File: src/rtl/shunt_monitor_pkg.sv
package shunt_monitor_pkg;

	// Register addresses
	localparam logic [7:0] ADDR_CONFIG = 8'h00;
	localparam logic [7:0] ADDR_SHUNT = 8'h01;
	localparam logic [7:0] ADDR_BUS = 8'h02;
	localparam logic [7:0] ADDR_POWER = 8'h03;
	localparam logic [7:0] ADDR_CURRENT = 8'h04;
	localparam logic [7:0] ADDR_CAL = 8'h05;
	localparam logic [7:0] ADDR_STATUS = 8'h06;
	localparam logic [7:0] ADDR_MAKER = 8'h3e;

	// Maker code, value is arbitrary
	localparam logic [15:0] MAKER_CODE = 16'h4142;

	// Reset values
	localparam logic [15:0] CONFIG_RESET = 16'h0000;
	localparam logic [14:0] CAL_RESET = 15'h0000;
	localparam logic [15:0] RESULT_RESET = 16'h0000;

	// Config field positions
	localparam int unsigned CFG_CT_LSB = 3;
	localparam int unsigned CFG_AVG_LSB = 9;
	localparam int unsigned CFG_RANGE_BIT = 12;

	// Status field positions
	localparam int unsigned STAT_DONE_BIT = 3;

	// Scaling
	localparam int unsigned CUR_SHIFT = 11;
	localparam int unsigned POWER_SHIFT = 13;
	localparam logic signed [31:0] CUR_MAX = 32'sd32767;
	localparam logic signed [31:0] CUR_MIN = -32'sd32768;

	// Averaging: log2 of sample count per setting
	localparam logic [3:0] AVG_SHIFT [8] = '{4'h0, 4'h2, 4'h4, 4'h6, 4'h7, 4'h8, 4'h9, 4'ha};

	// Conversion times in microseconds and derived cycle counts
	localparam int unsigned CLK_MHZ = 250;
	localparam int unsigned CONV_TIME_US [8] = '{140, 204, 332, 588, 1100, 2116, 4156, 8244};
	localparam int unsigned CONV_CYCLES [8] = '{
		CONV_TIME_US[0] * CLK_MHZ, CONV_TIME_US[1] * CLK_MHZ,
		CONV_TIME_US[2] * CLK_MHZ, CONV_TIME_US[3] * CLK_MHZ,
		CONV_TIME_US[4] * CLK_MHZ, CONV_TIME_US[5] * CLK_MHZ,
		CONV_TIME_US[6] * CLK_MHZ, CONV_TIME_US[7] * CLK_MHZ};
	localparam int unsigned TIMER_W = 22;

	// Math sequencer states
	typedef enum logic [1:0] {
		ST_IDLE = 2'b00,
		ST_CUR = 2'b01,
		ST_POW = 2'b11,
		ST_PUB = 2'b10
	} math_state_t;

endpackage

File: src/rtl/shunt_monitor_result_scaling.sv
`timescale 1ns/1ps
module shunt_monitor_result_scaling
	import shunt_monitor_pkg::*;
#(
	parameter int unsigned CONV_CYCLES_P [8] = CONV_CYCLES
) (
	// Clock and reset
	input wire logic i_clk,
	input wire logic i_nrst,
	// Register access port
	input wire logic [7:0] i_reg_addr,
	input wire logic i_reg_wr,
	input wire logic [15:0] i_reg_wdata,
	input wire logic i_reg_rd,
	output logic [15:0] o_reg_rdata,
	output logic o_reg_rvalid,
	// ADC front end
	input wire logic [15:0] i_shunt_code,
	input wire logic [15:0] i_bus_code,
	output logic o_shunt_range_select,
	output logic o_conv_strobe,
	// Status
	output logic o_conversion_complete_flag
);
	logic [15:0] config_ff;
	logic [14:0] cal_ff;
	logic [15:0] shunt_res_ff;
	logic [15:0] bus_res_ff;
	logic [15:0] current_res_ff;
	logic [15:0] power_res_ff;
	logic [15:0] shunt_avg_ff;
	logic [15:0] bus_avg_ff;
	logic [15:0] cur_calc_ff;
	logic [15:0] pow_calc_ff;
	logic [TIMER_W-1:0] timer_ff;
	logic done_flag_ff;
	math_state_t state_ff;
	math_state_t nxt_state;

	logic cfg_wr;
	logic cal_wr;
	logic status_rd;
	logic take_sample;
	logic sample_ok;
	logic [TIMER_W-1:0] conv_last;
	logic [2:0] ct_sel;
	logic [2:0] avg_sel;
	logic [3:0] avg_shift;
	logic shunt_avg_done;
	logic [15:0] shunt_avg;
	logic [15:0] bus_avg;
	logic signed [31:0] cur_prod;
	logic signed [31:0] cur_scaled;
	logic [15:0] cur_sat;
	logic cal_zero;
	logic [16:0] cur_mag;
	logic [32:0] pow_prod;
	logic [32:0] pow_scaled;
	logic [15:0] pow_sat;
	logic [15:0] rd_mux;
	logic [15:0] status_word;

	// Decode of register strobes and config fields
	assign cfg_wr = i_reg_wr && (i_reg_addr == ADDR_CONFIG);
	assign cal_wr = i_reg_wr && (i_reg_addr == ADDR_CAL);
	assign status_rd = i_reg_rd && (i_reg_addr == ADDR_STATUS);
	assign ct_sel = config_ff[CFG_CT_LSB+:3];
	assign avg_sel = config_ff[CFG_AVG_LSB+:3];
	assign avg_shift = AVG_SHIFT[avg_sel];

	// Configuration register, all bits stored and read back
	always_ff @(posedge i_clk) begin
		if (!i_nrst) begin
			config_ff <= CONFIG_RESET;
		end else if (cfg_wr) begin
			config_ff <= i_reg_wdata;
		end
	end

	// Calibration register, top bit dropped so it reads zero
	always_ff @(posedge i_clk) begin
		if (!i_nrst) begin
			cal_ff <= CAL_RESET;
		end else if (cal_wr) begin
			cal_ff <= i_reg_wdata[14:0];
		end
	end

	// Range select to the front end selects 81.92 mV or 20.48 mV scale
	always_ff @(posedge i_clk) begin
		if (!i_nrst) begin
			o_shunt_range_select <= 1'b0;
		end else begin
			o_shunt_range_select <= config_ff[CFG_RANGE_BIT];
		end
	end

	// Conversion timer, restarted by a config write
	assign conv_last = TIMER_W'(CONV_CYCLES_P[ct_sel] - 1);
	assign take_sample = (timer_ff == conv_last);
	assign sample_ok = take_sample && !cfg_wr;
	always_ff @(posedge i_clk) begin
		if (!i_nrst || cfg_wr) begin
			timer_ff <= '0;
		end else if (take_sample) begin
			timer_ff <= '0;
		end else begin
			timer_ff <= timer_ff + TIMER_W'(1);
		end
	end

	// Strobe marking each sampled conversion
	always_ff @(posedge i_clk) begin
		if (!i_nrst) begin
			o_conv_strobe <= 1'b0;
		end else begin
			o_conv_strobe <= sample_ok;
		end
	end

	// Averaging of shunt (signed) and bus (unsigned) samples
	sample_averager u_shunt_avg (
		.i_clk(i_clk),
		.i_nrst(i_nrst),
		.i_clear(cfg_wr),
		.i_signed(1'b1),
		.i_shift(avg_shift),
		.i_add(sample_ok),
		.i_sample(i_shunt_code),
		.o_avg(shunt_avg),
		.o_done(shunt_avg_done)
	);
	sample_averager u_bus_avg (
		.i_clk(i_clk),
		.i_nrst(i_nrst),
		.i_clear(cfg_wr),
		.i_signed(1'b0),
		.i_shift(avg_shift),
		.i_add(sample_ok),
		.i_sample(i_bus_code),
		.o_avg(bus_avg),
		.o_done()
	);

	// Math sequencer
	always_comb begin
		case (state_ff)
			ST_IDLE: nxt_state = shunt_avg_done ? ST_CUR : ST_IDLE;
			ST_CUR: nxt_state = ST_POW;
			ST_POW: nxt_state = ST_PUB;
			ST_PUB: nxt_state = ST_IDLE;
			default: nxt_state = ST_IDLE;
		endcase
	end
	always_ff @(posedge i_clk) begin
		if (!i_nrst || cfg_wr) begin
			state_ff <= ST_IDLE;
		end else begin
			state_ff <= nxt_state;
		end
	end

	// Hold averaged shunt sample for the math
	always_ff @(posedge i_clk) begin
		if (!i_nrst) begin
			shunt_avg_ff <= RESULT_RESET;
		end else if (state_ff == ST_IDLE && shunt_avg_done) begin
			shunt_avg_ff <= shunt_avg;
		end
	end

	// Hold averaged bus sample, taken with the shunt one
	always_ff @(posedge i_clk) begin
		if (!i_nrst) begin
			bus_avg_ff <= RESULT_RESET;
		end else if (state_ff == ST_IDLE && shunt_avg_done) begin
			bus_avg_ff <= bus_avg;
		end
	end

	// Zero calibration disables the current math
	assign cal_zero = (cal_ff == 15'h0000);

	// Current: signed shunt times calibration, saturated to 16 bits
	always_comb begin
		cur_prod = $signed(shunt_avg_ff) * $signed({1'b0, cal_ff});
		cur_scaled = cur_prod >>> CUR_SHIFT;
		if (cal_zero) begin
			cur_sat = 16'h0000;
		end else if (cur_scaled > CUR_MAX) begin
			cur_sat = 16'h7fff;
		end else if (cur_scaled < CUR_MIN) begin
			cur_sat = 16'h8000;
		end else begin
			cur_sat = cur_scaled[15:0];
		end
	end

	// Power: current magnitude times bus voltage, saturated to 16 bits
	always_comb begin
		cur_mag = cur_calc_ff[15] ? 17'(17'h00000 - {1'b1, cur_calc_ff}) : {1'b0, cur_calc_ff};
		pow_prod = 33'(cur_mag * bus_avg_ff);
		pow_scaled = pow_prod >> POWER_SHIFT;
		pow_sat = (pow_scaled > 33'h00000ffff) ? 16'hffff : pow_scaled[15:0];
	end

	// Current pipeline register, loaded in the current step
	always_ff @(posedge i_clk) begin
		if (!i_nrst) begin
			cur_calc_ff <= RESULT_RESET;
		end else if (state_ff == ST_CUR) begin
			cur_calc_ff <= cur_sat;
		end
	end

	// Power pipeline register, uses the current held one step earlier
	always_ff @(posedge i_clk) begin
		if (!i_nrst) begin
			pow_calc_ff <= RESULT_RESET;
		end else if (state_ff == ST_POW) begin
			pow_calc_ff <= pow_sat;
		end
	end

	// Publish measured results in the publish step
	always_ff @(posedge i_clk) begin
		if (!i_nrst) begin
			shunt_res_ff <= RESULT_RESET;
			bus_res_ff <= RESULT_RESET;
		end else if (state_ff == ST_PUB) begin
			shunt_res_ff <= shunt_avg_ff;
			bus_res_ff <= bus_avg_ff;
		end
	end

	// Publish derived results in that same step, never split
	always_ff @(posedge i_clk) begin
		if (!i_nrst) begin
			current_res_ff <= RESULT_RESET;
			power_res_ff <= RESULT_RESET;
		end else if (state_ff == ST_PUB) begin
			current_res_ff <= cur_calc_ff;
			power_res_ff <= pow_calc_ff;
		end
	end

	// Completion flag: set in publish, cleared by config write or status read, set wins
	always_ff @(posedge i_clk) begin
		if (!i_nrst) begin
			done_flag_ff <= 1'b0;
		end else if (state_ff == ST_PUB) begin
			done_flag_ff <= 1'b1;
		end else if (cfg_wr || status_rd) begin
			done_flag_ff <= 1'b0;
		end
	end
	assign o_conversion_complete_flag = done_flag_ff;

	// Status word with only the completion flag
	assign status_word = 16'(done_flag_ff) << STAT_DONE_BIT;

	// Read mux, unmapped addresses read zero
	always_comb begin
		case (i_reg_addr)
			ADDR_CONFIG: rd_mux = config_ff;
			ADDR_SHUNT: rd_mux = shunt_res_ff;
			ADDR_BUS: rd_mux = bus_res_ff;
			ADDR_POWER: rd_mux = power_res_ff;
			ADDR_CURRENT: rd_mux = current_res_ff;
			ADDR_CAL: rd_mux = {1'b0, cal_ff};
			ADDR_STATUS: rd_mux = status_word;
			ADDR_MAKER: rd_mux = MAKER_CODE;
			default: rd_mux = 16'h0000;
		endcase
	end

	// Read answer valid, one cycle after the strobe
	always_ff @(posedge i_clk) begin
		if (!i_nrst) begin
			o_reg_rvalid <= 1'b0;
		end else begin
			o_reg_rvalid <= i_reg_rd;
		end
	end

	// Read data, held until the next read
	always_ff @(posedge i_clk) begin
		if (!i_nrst) begin
			o_reg_rdata <= 16'h0000;
		end else if (i_reg_rd) begin
			o_reg_rdata <= rd_mux;
		end
	end
endmodule

File: src/rtl/sample_averager.sv
`timescale 1ns/1ps
module sample_averager
	import shunt_monitor_pkg::*;
(
	// Clock and reset
	input wire logic i_clk,
	input wire logic i_nrst,
	// Control
	input wire logic i_clear,
	input wire logic i_signed,
	input wire logic [3:0] i_shift,
	// Samples
	input wire logic i_add,
	input wire logic [15:0] i_sample,
	// Result
	output logic [15:0] o_avg,
	output logic o_done
);
	logic signed [27:0] acc_ff;
	logic [10:0] cnt_ff;
	logic signed [27:0] ext;
	logic signed [27:0] sum;
	logic signed [27:0] avg_full;

	// Sign or zero extension, then running sum
	always_comb begin
		ext = i_signed ? 28'(signed'(i_sample)) : {12'h000, i_sample};
		sum = acc_ff + ext;
		avg_full = sum >>> i_shift;
	end

	// Accumulate until the selected count is reached
	always_ff @(posedge i_clk) begin
		if (!i_nrst || i_clear) begin
			acc_ff <= 28'sh0000000;
			cnt_ff <= 11'h000;
			o_avg <= 16'h0000;
			o_done <= 1'b0;
		end else begin
			o_done <= 1'b0;
			if (i_add) begin
				if (cnt_ff + 11'h001 == 11'(11'h001 << i_shift)) begin
					o_avg <= avg_full[15:0];
					o_done <= 1'b1;
					acc_ff <= 28'sh0000000;
					cnt_ff <= 11'h000;
				end else begin
					acc_ff <= sum;
					cnt_ff <= cnt_ff + 11'h001;
				end
			end
		end
	end
endmodule

File: config.mk
export PLATFORM = sky130hd
export DESIGN_NAME = shunt_monitor_result_scaling
export DESIGN_NICKNAME = d
export VERILOG_FILES = /design/src/rtl/shunt_monitor_pkg.sv /design/src/rtl/shunt_monitor_result_scaling.sv /design/src/rtl/sample_averager.sv
export SDC_FILE = /design/constraint.sdc
export NUM_CORES = 2
export LEC_CHECK = 0
export BUFFER_PORTS_ARGS = -buffer_cell sky130_fd_sc_hd__buf_4
export CAP_MARGIN = 20
export CELL_PAD_IN_SITES_DETAIL_PLACEMENT = 1
export CELL_PAD_IN_SITES_GLOBAL_PLACEMENT = 2
export CORE_MARGIN = 5
export CORE_UTILIZATION = 40
export DETAILED_ROUTE_END_ITERATION = 8
export MAX_ROUTING_LAYER = met4
export PLACE_DENSITY = 0.87
export SLEW_MARGIN = 10
export SYNTH_ARGS = -nofsm -noshare
export SYNTH_HDL_FRONTEND = slang
export SYNTH_SLANG_ARGS = --single-unit
File: constraint.sdc
create_clock -name i_clk -period 8.9 [get_ports i_clk]
set_clock_uncertainty 0.05 [all_clocks]
set_input_delay 0.89 -clock i_clk [delete_from_list [all_inputs] [get_ports i_clk]]
set_output_delay 0.89 -clock i_clk [all_outputs]
set_load 0.1 [all_outputs]
* After elaboration in Yosys (flattened, before gate mapping)
Memory sizes are Yosys's and may differ from the RTL's.
Index checks and enable logic that the tools add are counted.
** Storage, ports and cells
- Register bits :: 314
- Memories :: 2
- Memory bits (read-only) :: 288
** Operators by class
- Equality and inequality tests :: 13
- Multiply operators :: 2
- Reduce and logical (&&, ||, !) cells :: 17
- Bitwise operators :: 3
- Add/sub/neg operators :: 7
- Shifts and indexed selects :: 3
- Multiplexer cells :: 19
- $lt $le $gt $ge :: 5
** Memories
- (name not given) :: depth 8, width 32, rd ports 1, clocked after memory_dff 0, write ports 0, RTL line shunt_monitor_result_scaling.sv:99 : assign conv_last = TIMER_W'(CONV_CYCLES_P[ct_sel] - 1);
- (name not given) :: depth 8, width 4, rd ports 1, clocked after memory_dff 0, write ports 0, RTL line shunt_monitor_result_scaling.sv:69 : assign avg_shift = AVG_SHIFT[avg_sel];
** Operator list (number)
- one-hot mux 16 bit (8 select lines) :: 1
- 2-to-1 mux 16 bit :: 4
- 2-to-1 mux 28 bit :: 2
- >>> shifter 28 x 4 -> 16 bit :: 2
- 2-to-1 mux 22 bit :: 2
- multiplier 17 x 16 -> 33 bit :: 1
- multiplier 16 x 16 -> 32 bit :: 1
- adder 28 x 16 -> 28 bit :: 1
- adder 28 x 17 -> 28 bit :: 1
- equality test 8 x 3 -> 1 bit, second input constant :: 3
- adder 11 x 1 -> 11 bit, second input constant :: 2
- adder 22 x 1 -> 22 bit, second input constant :: 1
- equality test 11 bit :: 2
- equality test 22 bit :: 1
- 2-to-1 mux 11 bit :: 2
- subtractor 22 x 1 -> 22 bit, second input constant :: 1
- greater-than comparator 21 x 16 -> 1 bit, second input constant :: 1
- < comparator 21 x 16 -> 1 bit, second input constant :: 1
- greater-than comparator 20 x 16 -> 1 bit, second input constant :: 1
- 2-to-1 mux 17 bit :: 1
- subtractor 1 x 17 -> 17 bit, first input constant :: 1
- equality test 8 x 2 -> 1 bit, second input constant :: 2
- zero test 15 bit :: 1
- left shift 1 x 4 -> 11 bit, first input constant :: 1
- other kinds (18) :: 33

* Logic depth before layout (Yosys ltp)
- Depth after elaboration :: 9
- Mapped depth :: 32

* Modules after synthesis
A second synthesis with hierarchy kept.
** Unflattened totals
- Cells, all modules :: 4777
- Area, all modules :: 39147.5 um^2
** By module, submodules not included
- shunt_monitor_result_scaling :: instances 1, cells an instance 3112, area each 26983.4 um^2
- sample_averager at u_shunt_avg :: instances 1, cells an instance 840, area each 6139.6 um^2
- sample_averager at u_bus_avg :: instances 1, cells an instance 825, area each 6024.5 um^2

* Worst setup path before layout
OpenSTA, ideal clock, no wires.
- Kind :: reg2reg
- Start point :: register cur_calc_ff[0]
- End point :: register pow_calc_ff[10]
- Stages on the path, launching flop included :: 32
- Clock period less this slack :: 7.961 ns
- Path slack :: 0.939 ns
- Arrival time :: 7.775 ns
- Required time :: 8.714 ns
- Setup time :: 0.136 ns
- Path through :: dfxtp_1 > clkbuf_1 > clkbuf_1 > inv_1 > ha_1 > nand2_1 > or2_2 > o31ai_1 > nand2_1 > xor2_1 > clkbuf_1 > nand2_1 > fa_1 > fa_1 > fa_1 > inv_1 > fa_1 > fa_1 > inv_1 > fa_1 > inv_1 > ha_1 > a21o_1 > a21o_1 > a21oi_1 > o21ai_0 > or2_1 > a41o_1 > or4_4 > a32oi_4 > buf_6 > a31oi_1
** Between the ends
- Cells in the longest elaborated chain, start to end :: 5
** Ends and longest elaborated chain
- from (decl) :: RTL line shunt_monitor_result_scaling.sv:33 : logic [15:0] cur_calc_ff;
- from (signal assigned) :: RTL line shunt_monitor_result_scaling.sv:212 : cur_calc_ff <= cur_sat;
- subtractor 1 x 17 -> 17 bit :: RTL line shunt_monitor_result_scaling.sv:201 : cur_mag = cur_calc_ff[15] ? 17'(17'h00000 - {1'b1, cur_calc_ff}) : {1'b0, cur_calc_ff};
- 2-to-1 mux 17 bit (*) :: RTL line shunt_monitor_result_scaling.sv:201
- multiplier 17 x 16 -> 33 bit (*) :: RTL line shunt_monitor_result_scaling.sv:202 : pow_prod = 33'(cur_mag * bus_avg_ff);
- greater-than comparator 20 x 16 -> 1 bit :: RTL line shunt_monitor_result_scaling.sv:204 : pow_sat = (pow_scaled > 33'h00000ffff) ? 16'hffff : pow_scaled[15:0];
- 2-to-1 mux 16 bit (*) :: RTL line shunt_monitor_result_scaling.sv:204
- to (signal assigned) :: RTL line shunt_monitor_result_scaling.sv:221 : pow_calc_ff <= pow_sat;
- to (decl) :: RTL line shunt_monitor_result_scaling.sv:34 : logic [15:0] pow_calc_ff;
Every way passes the cells marked *; elsewhere a longest branch is shown, timed or not.
A chain may end at the register's enable or synchronous reset.

* Final worst setup path
- Start point :: register cur_calc_ff[5]
- End point :: register pow_calc_ff[9]
The elaborated chain is that of the path after synthesis.

==> flow_summary.toml <==
[final_layout]
final_design_utilization_pct = 43.5
layout-drive-gt1-share_pct = 6.47
final_nets = 5150
flow.area_growth_from_synthesis_pct = 8.45
number_of_fill_cells = 11000

[pwr]
peak_supply_drop_v = 0.000157
fin_total_pwr_uw = 3330
cellLeakagePower_uw = 0.0171
p_per_area_nw_per_um2 = 83.8

[clock_network]
clkSlewWorstSetupHoldPaths_ns = 0.06
cts_buffers = 41
post_cts_buffers = 0
post_cts.resized_instances = 0
hold_fix_buffers_at_cts = 0
cts-htree-levels = 2
tritoncts = "done"
clock_latency_ns = 0.60
cts_num_sinks = 312
cts-root-buf = "sky130_fd_sc_hd__clkbuf_16"
max-clock-path-buffers = 3

[sta]
period_needed_ns = 8.54
setup_viol = 0
final_hold_violations = 0
min_period_over_period_pct = 95.9
fmax_mhz = 117
final_critical_path_setup_slack_ns = 0.361
final_max_slew_viol_count = 0
unrepaired_setup_endpoints_after_global_routing = "false"
slew-limit-headroom_pct = 26.1
tightestPinTransition_ns = 1.10
hold_ws_ns = 0.407
setup_tns_final_ns = 0

[synth]
post_synthesis_cell_type_count = 103
synth_xor_xnor_area_share_pct = 3.33
synth_cells = 4451
compound_gate_fraction_of_synth_area_pct = 16.1
synth.mux.area_fraction_pct = 1.65
synth.yosys.seq_area_share_pct = 17.0
post_synth_fa_ha_maj_area_fraction_pct = 32.8
synth-warning-count = 0
post-synth-top-area-fraction_pct = 24.8
ys_seq_elements = 312
netlist.top_cell.by_area = "sky130_fd_sc_hd__fa_1"
synthesis.area_per_instance_um2 = 8.24
count_of_flip_flops_with_a_built_in_enable_after_synthesis = 0
synth_area_um2 = 36700
synth_top_cells_by_area = "sky130_fd_sc_hd__fa_1 25%, sky130_fd_sc_hd__dfxtp_1 17%, sky130_fd_sc_hd__ha_1 8.0%, sky130_fd_sc_hd__nand2_1 7.6%, sky130_fd_sc_hd__inv_1 5.9%"
fraction_of_registers_with_async_set_or_reset_after_synthesis_pct = 0
synth_simple_gate_area_share_pct = 20.3
main_combinational_cell_family_by_area_after_synthesis = "adder cells"
yosys_most_used_dff = "sky130_fd_sc_hd__dfxtp_1"

[floorplan]
die_width_um = 313
site_row_count = 111
start_util_pct = 40.1
dieArea_um2 = 97800
ioPinCount = 80
core_area_um2 = 91400
die-height_um = 313

[worst_hold_path]
worst_hold_startpoint = "u_bus_avg.acc_ff[2]"
min_path_type = "reg -> reg"

[routing]
ant_nets = 0
first_iter_violations = 1689
finalWirelength_um = 122000
vias = 31500
dr.pass1.iters = 5
post_detailed_route_drc_marker_count = 0
routed_wire_length_per_instance_um = 21.7
routed_via_density = 5.60

[flow_run]
number_of_maximum_capacitance_constraint_violations = 0

[grt]
grt_start_max_net_pins = 76
first_global_vias = 33800
gr-total-overflow = 0
global_route.usage.total_pct = 25.5
grt_antenna_before_repair = 2
grt_first_pass_wirelength_um = 195000

[status]
run_status = "finished, final reports clean"

[critical_path]
worstSetupStartpoint = "cur_calc_ff[5]"
endpoint_kind = "register"
critPathArrivalTime_ns = 8.91
cp_data_required_time_ns = 9.28
crit_fanout = 16
crit_path_start_kind = "register"
criticalPathCategory = "reg -> reg"
worst_r2r_startpoint = "cur_calc_ff[5]"

[placement]
buffer_ports.inserted = 79
place.detailed.hpwl_um = 94500
dpl_worst_slack_ns = 0.371
routabilityCongestion = 0.901
## layout make-up
cell class	count	area, µm²	share of cell area (%)
repair buffers	148	1120	2.82
multi-input cells	3318	27300	68.7
clock buffers	63	1240	3.12
clock inverters	12	155	0.390
well taps	1186	1480	3.73
flip-flops and latches	312	6250	15.7
inverters	581	2180	5.48
diodes	1	2.50	0.00629
## final timing paths
path,cells past startpoint,slack [ns],end
hold reg to reg,2,0.41,u_bus_avg.acc_ff[2]
setup / recovery,24,0.36,pow_calc_ff[9]
setup reg to reg,24,0.36,pow_calc_ff[9]
hold / removal,2,0.41,u_bus_avg.acc_ff[2]
## state kept, by name, summed over array words and instances, names as in the netlist, 11 cells and up
signal / flops
u_shunt_avg.o_avg: 16
u_shunt_avg.acc_ff: 27
power_res_ff: 16
cal_ff: 15
current_res_ff: 16
pow_calc_ff: 16
o_reg_rdata: 16
u_bus_avg.acc_ff: 27
config_ff: 16
u_shunt_avg.cnt_ff: 11
u_bus_avg.o_avg: 16
shunt_res_ff: 16
bus_res_ff: 16
u_bus_avg.cnt_ff: 11
shunt_avg_ff: 16
cur_calc_ff: 16
bus_avg_ff: 16
timer_ff: 22
## power by group
| part | total (µW) | switching [µW] | internal, µW |
|---|---|---|---|
| clock | 1720 | 695 | 1020 |
| sequential | 1400 | 1.55 | 1400 |
| combinational | 213 | 133 | 80.0 |
## per-layer routing
metal,vias up,wire length (µm),GRT usage [%]
li1,14500,-,-
met1,16100,54800,33.7
met2,702,58200,42.2
met3,155,5980,3.40
met4,0,2930,5.96
met5,-,0,-
## metrics by stage
| step | cells | instance area, µm² |
|---|---|---|
| finish | 5621 | 39800 |
| global route | 5621 | 39800 |
| CTS | 5616 | 39700 |
| detailed placement | 5541 | 38300 |
| global placement | 5541 | 38300 |
| floorplan | 4465 | 36700 |
## cell families (layout without fill, tap and decap cells)
family,Yosys count,after routing
other cells,2,17
xor+xnor,138,138
mux,48,48
fa+ha+maj,688,688
buf+inv,835,804
simple gates,1553,1553
flops,312,312
compound gates,875,875
## worst max-delay path, cell delays in order (launching register included)
cell,delay [ns]
sky130_fd_sc_hd__dfxtp_1,0.36
sky130_fd_sc_hd__or4_1,0.58
sky130_fd_sc_hd__or4_1,0.56
sky130_fd_sc_hd__o31ai_1,0.27
sky130_fd_sc_hd__xnor2_1,0.37
sky130_fd_sc_hd__buf_4,0.30
sky130_fd_sc_hd__nand2_1,0.09
sky130_fd_sc_hd__fa_1,0.55
sky130_fd_sc_hd__fa_1,0.55
sky130_fd_sc_hd__inv_1,0.06
sky130_fd_sc_hd__fa_1,0.52
sky130_fd_sc_hd__fa_1,0.44
sky130_fd_sc_hd__fa_1,0.54
sky130_fd_sc_hd__inv_1,0.06
sky130_fd_sc_hd__fa_1,0.54
sky130_fd_sc_hd__inv_1,0.05
sky130_fd_sc_hd__ha_1,0.36
sky130_fd_sc_hd__a21o_1,0.20
sky130_fd_sc_hd__nand2_1,0.06
sky130_fd_sc_hd__o21ai_0,0.19
sky130_fd_sc_hd__or2_1,0.33
sky130_fd_sc_hd__a41o_1,0.25
sky130_fd_sc_hd__or4_4,0.49
sky130_fd_sc_hd__a32oi_4,0.45
sky130_fd_sc_hd__a31oi_1,0.18
## synthesized netlist by cell type, drive strengths merged, types with 8 or more instances
master / count
nand2: 743
inv: 580
fa: 454
dfxtp: 312
and2: 249
ha: 234
clkbuf: 195
nor2: 185
a21oi: 181
o21ai: 146
a21boi: 139
xnor2: 91
nor3: 75
nand3: 62
buf: 59
a31oi: 56
a22oi: 52
o211ai: 46
xor2: 46
a21o: 41
nor2b: 35
a211oi: 33
o21a: 33
mux2i: 31
or3: 31
and3: 25
nand4: 25
nand2b: 20
nor4: 17
or2: 17
nand3b: 16
o31ai: 15
or4: 14
a2111oi: 13
a221oi: 13
o2111ai: 12
mux2: 9
o22ai: 9
and4: 8
mux4: 8
o221ai: 8
## placed cells by master (no fill, tap or decap), types with 52 or more instances in the layout
master,netlist,layout
sky130_fd_sc_hd__a21boi_0,135,135
sky130_fd_sc_hd__a21oi_1,180,180
sky130_fd_sc_hd__a22oi_1,52,52
sky130_fd_sc_hd__a31oi_1,56,56
sky130_fd_sc_hd__and2_1,245,245
sky130_fd_sc_hd__buf_4,2,145
sky130_fd_sc_hd__dfxtp_1,312,312
sky130_fd_sc_hd__fa_1,454,454
sky130_fd_sc_hd__ha_1,234,234
sky130_fd_sc_hd__inv_1,579,579
sky130_fd_sc_hd__nand2_1,743,742
sky130_fd_sc_hd__nand3_1,62,62
sky130_fd_sc_hd__nor2_1,184,184
sky130_fd_sc_hd__nor3_1,72,71
sky130_fd_sc_hd__o21ai_0,113,113
sky130_fd_sc_hd__xnor2_1,91,91
(Power assumes the default switching activity.)
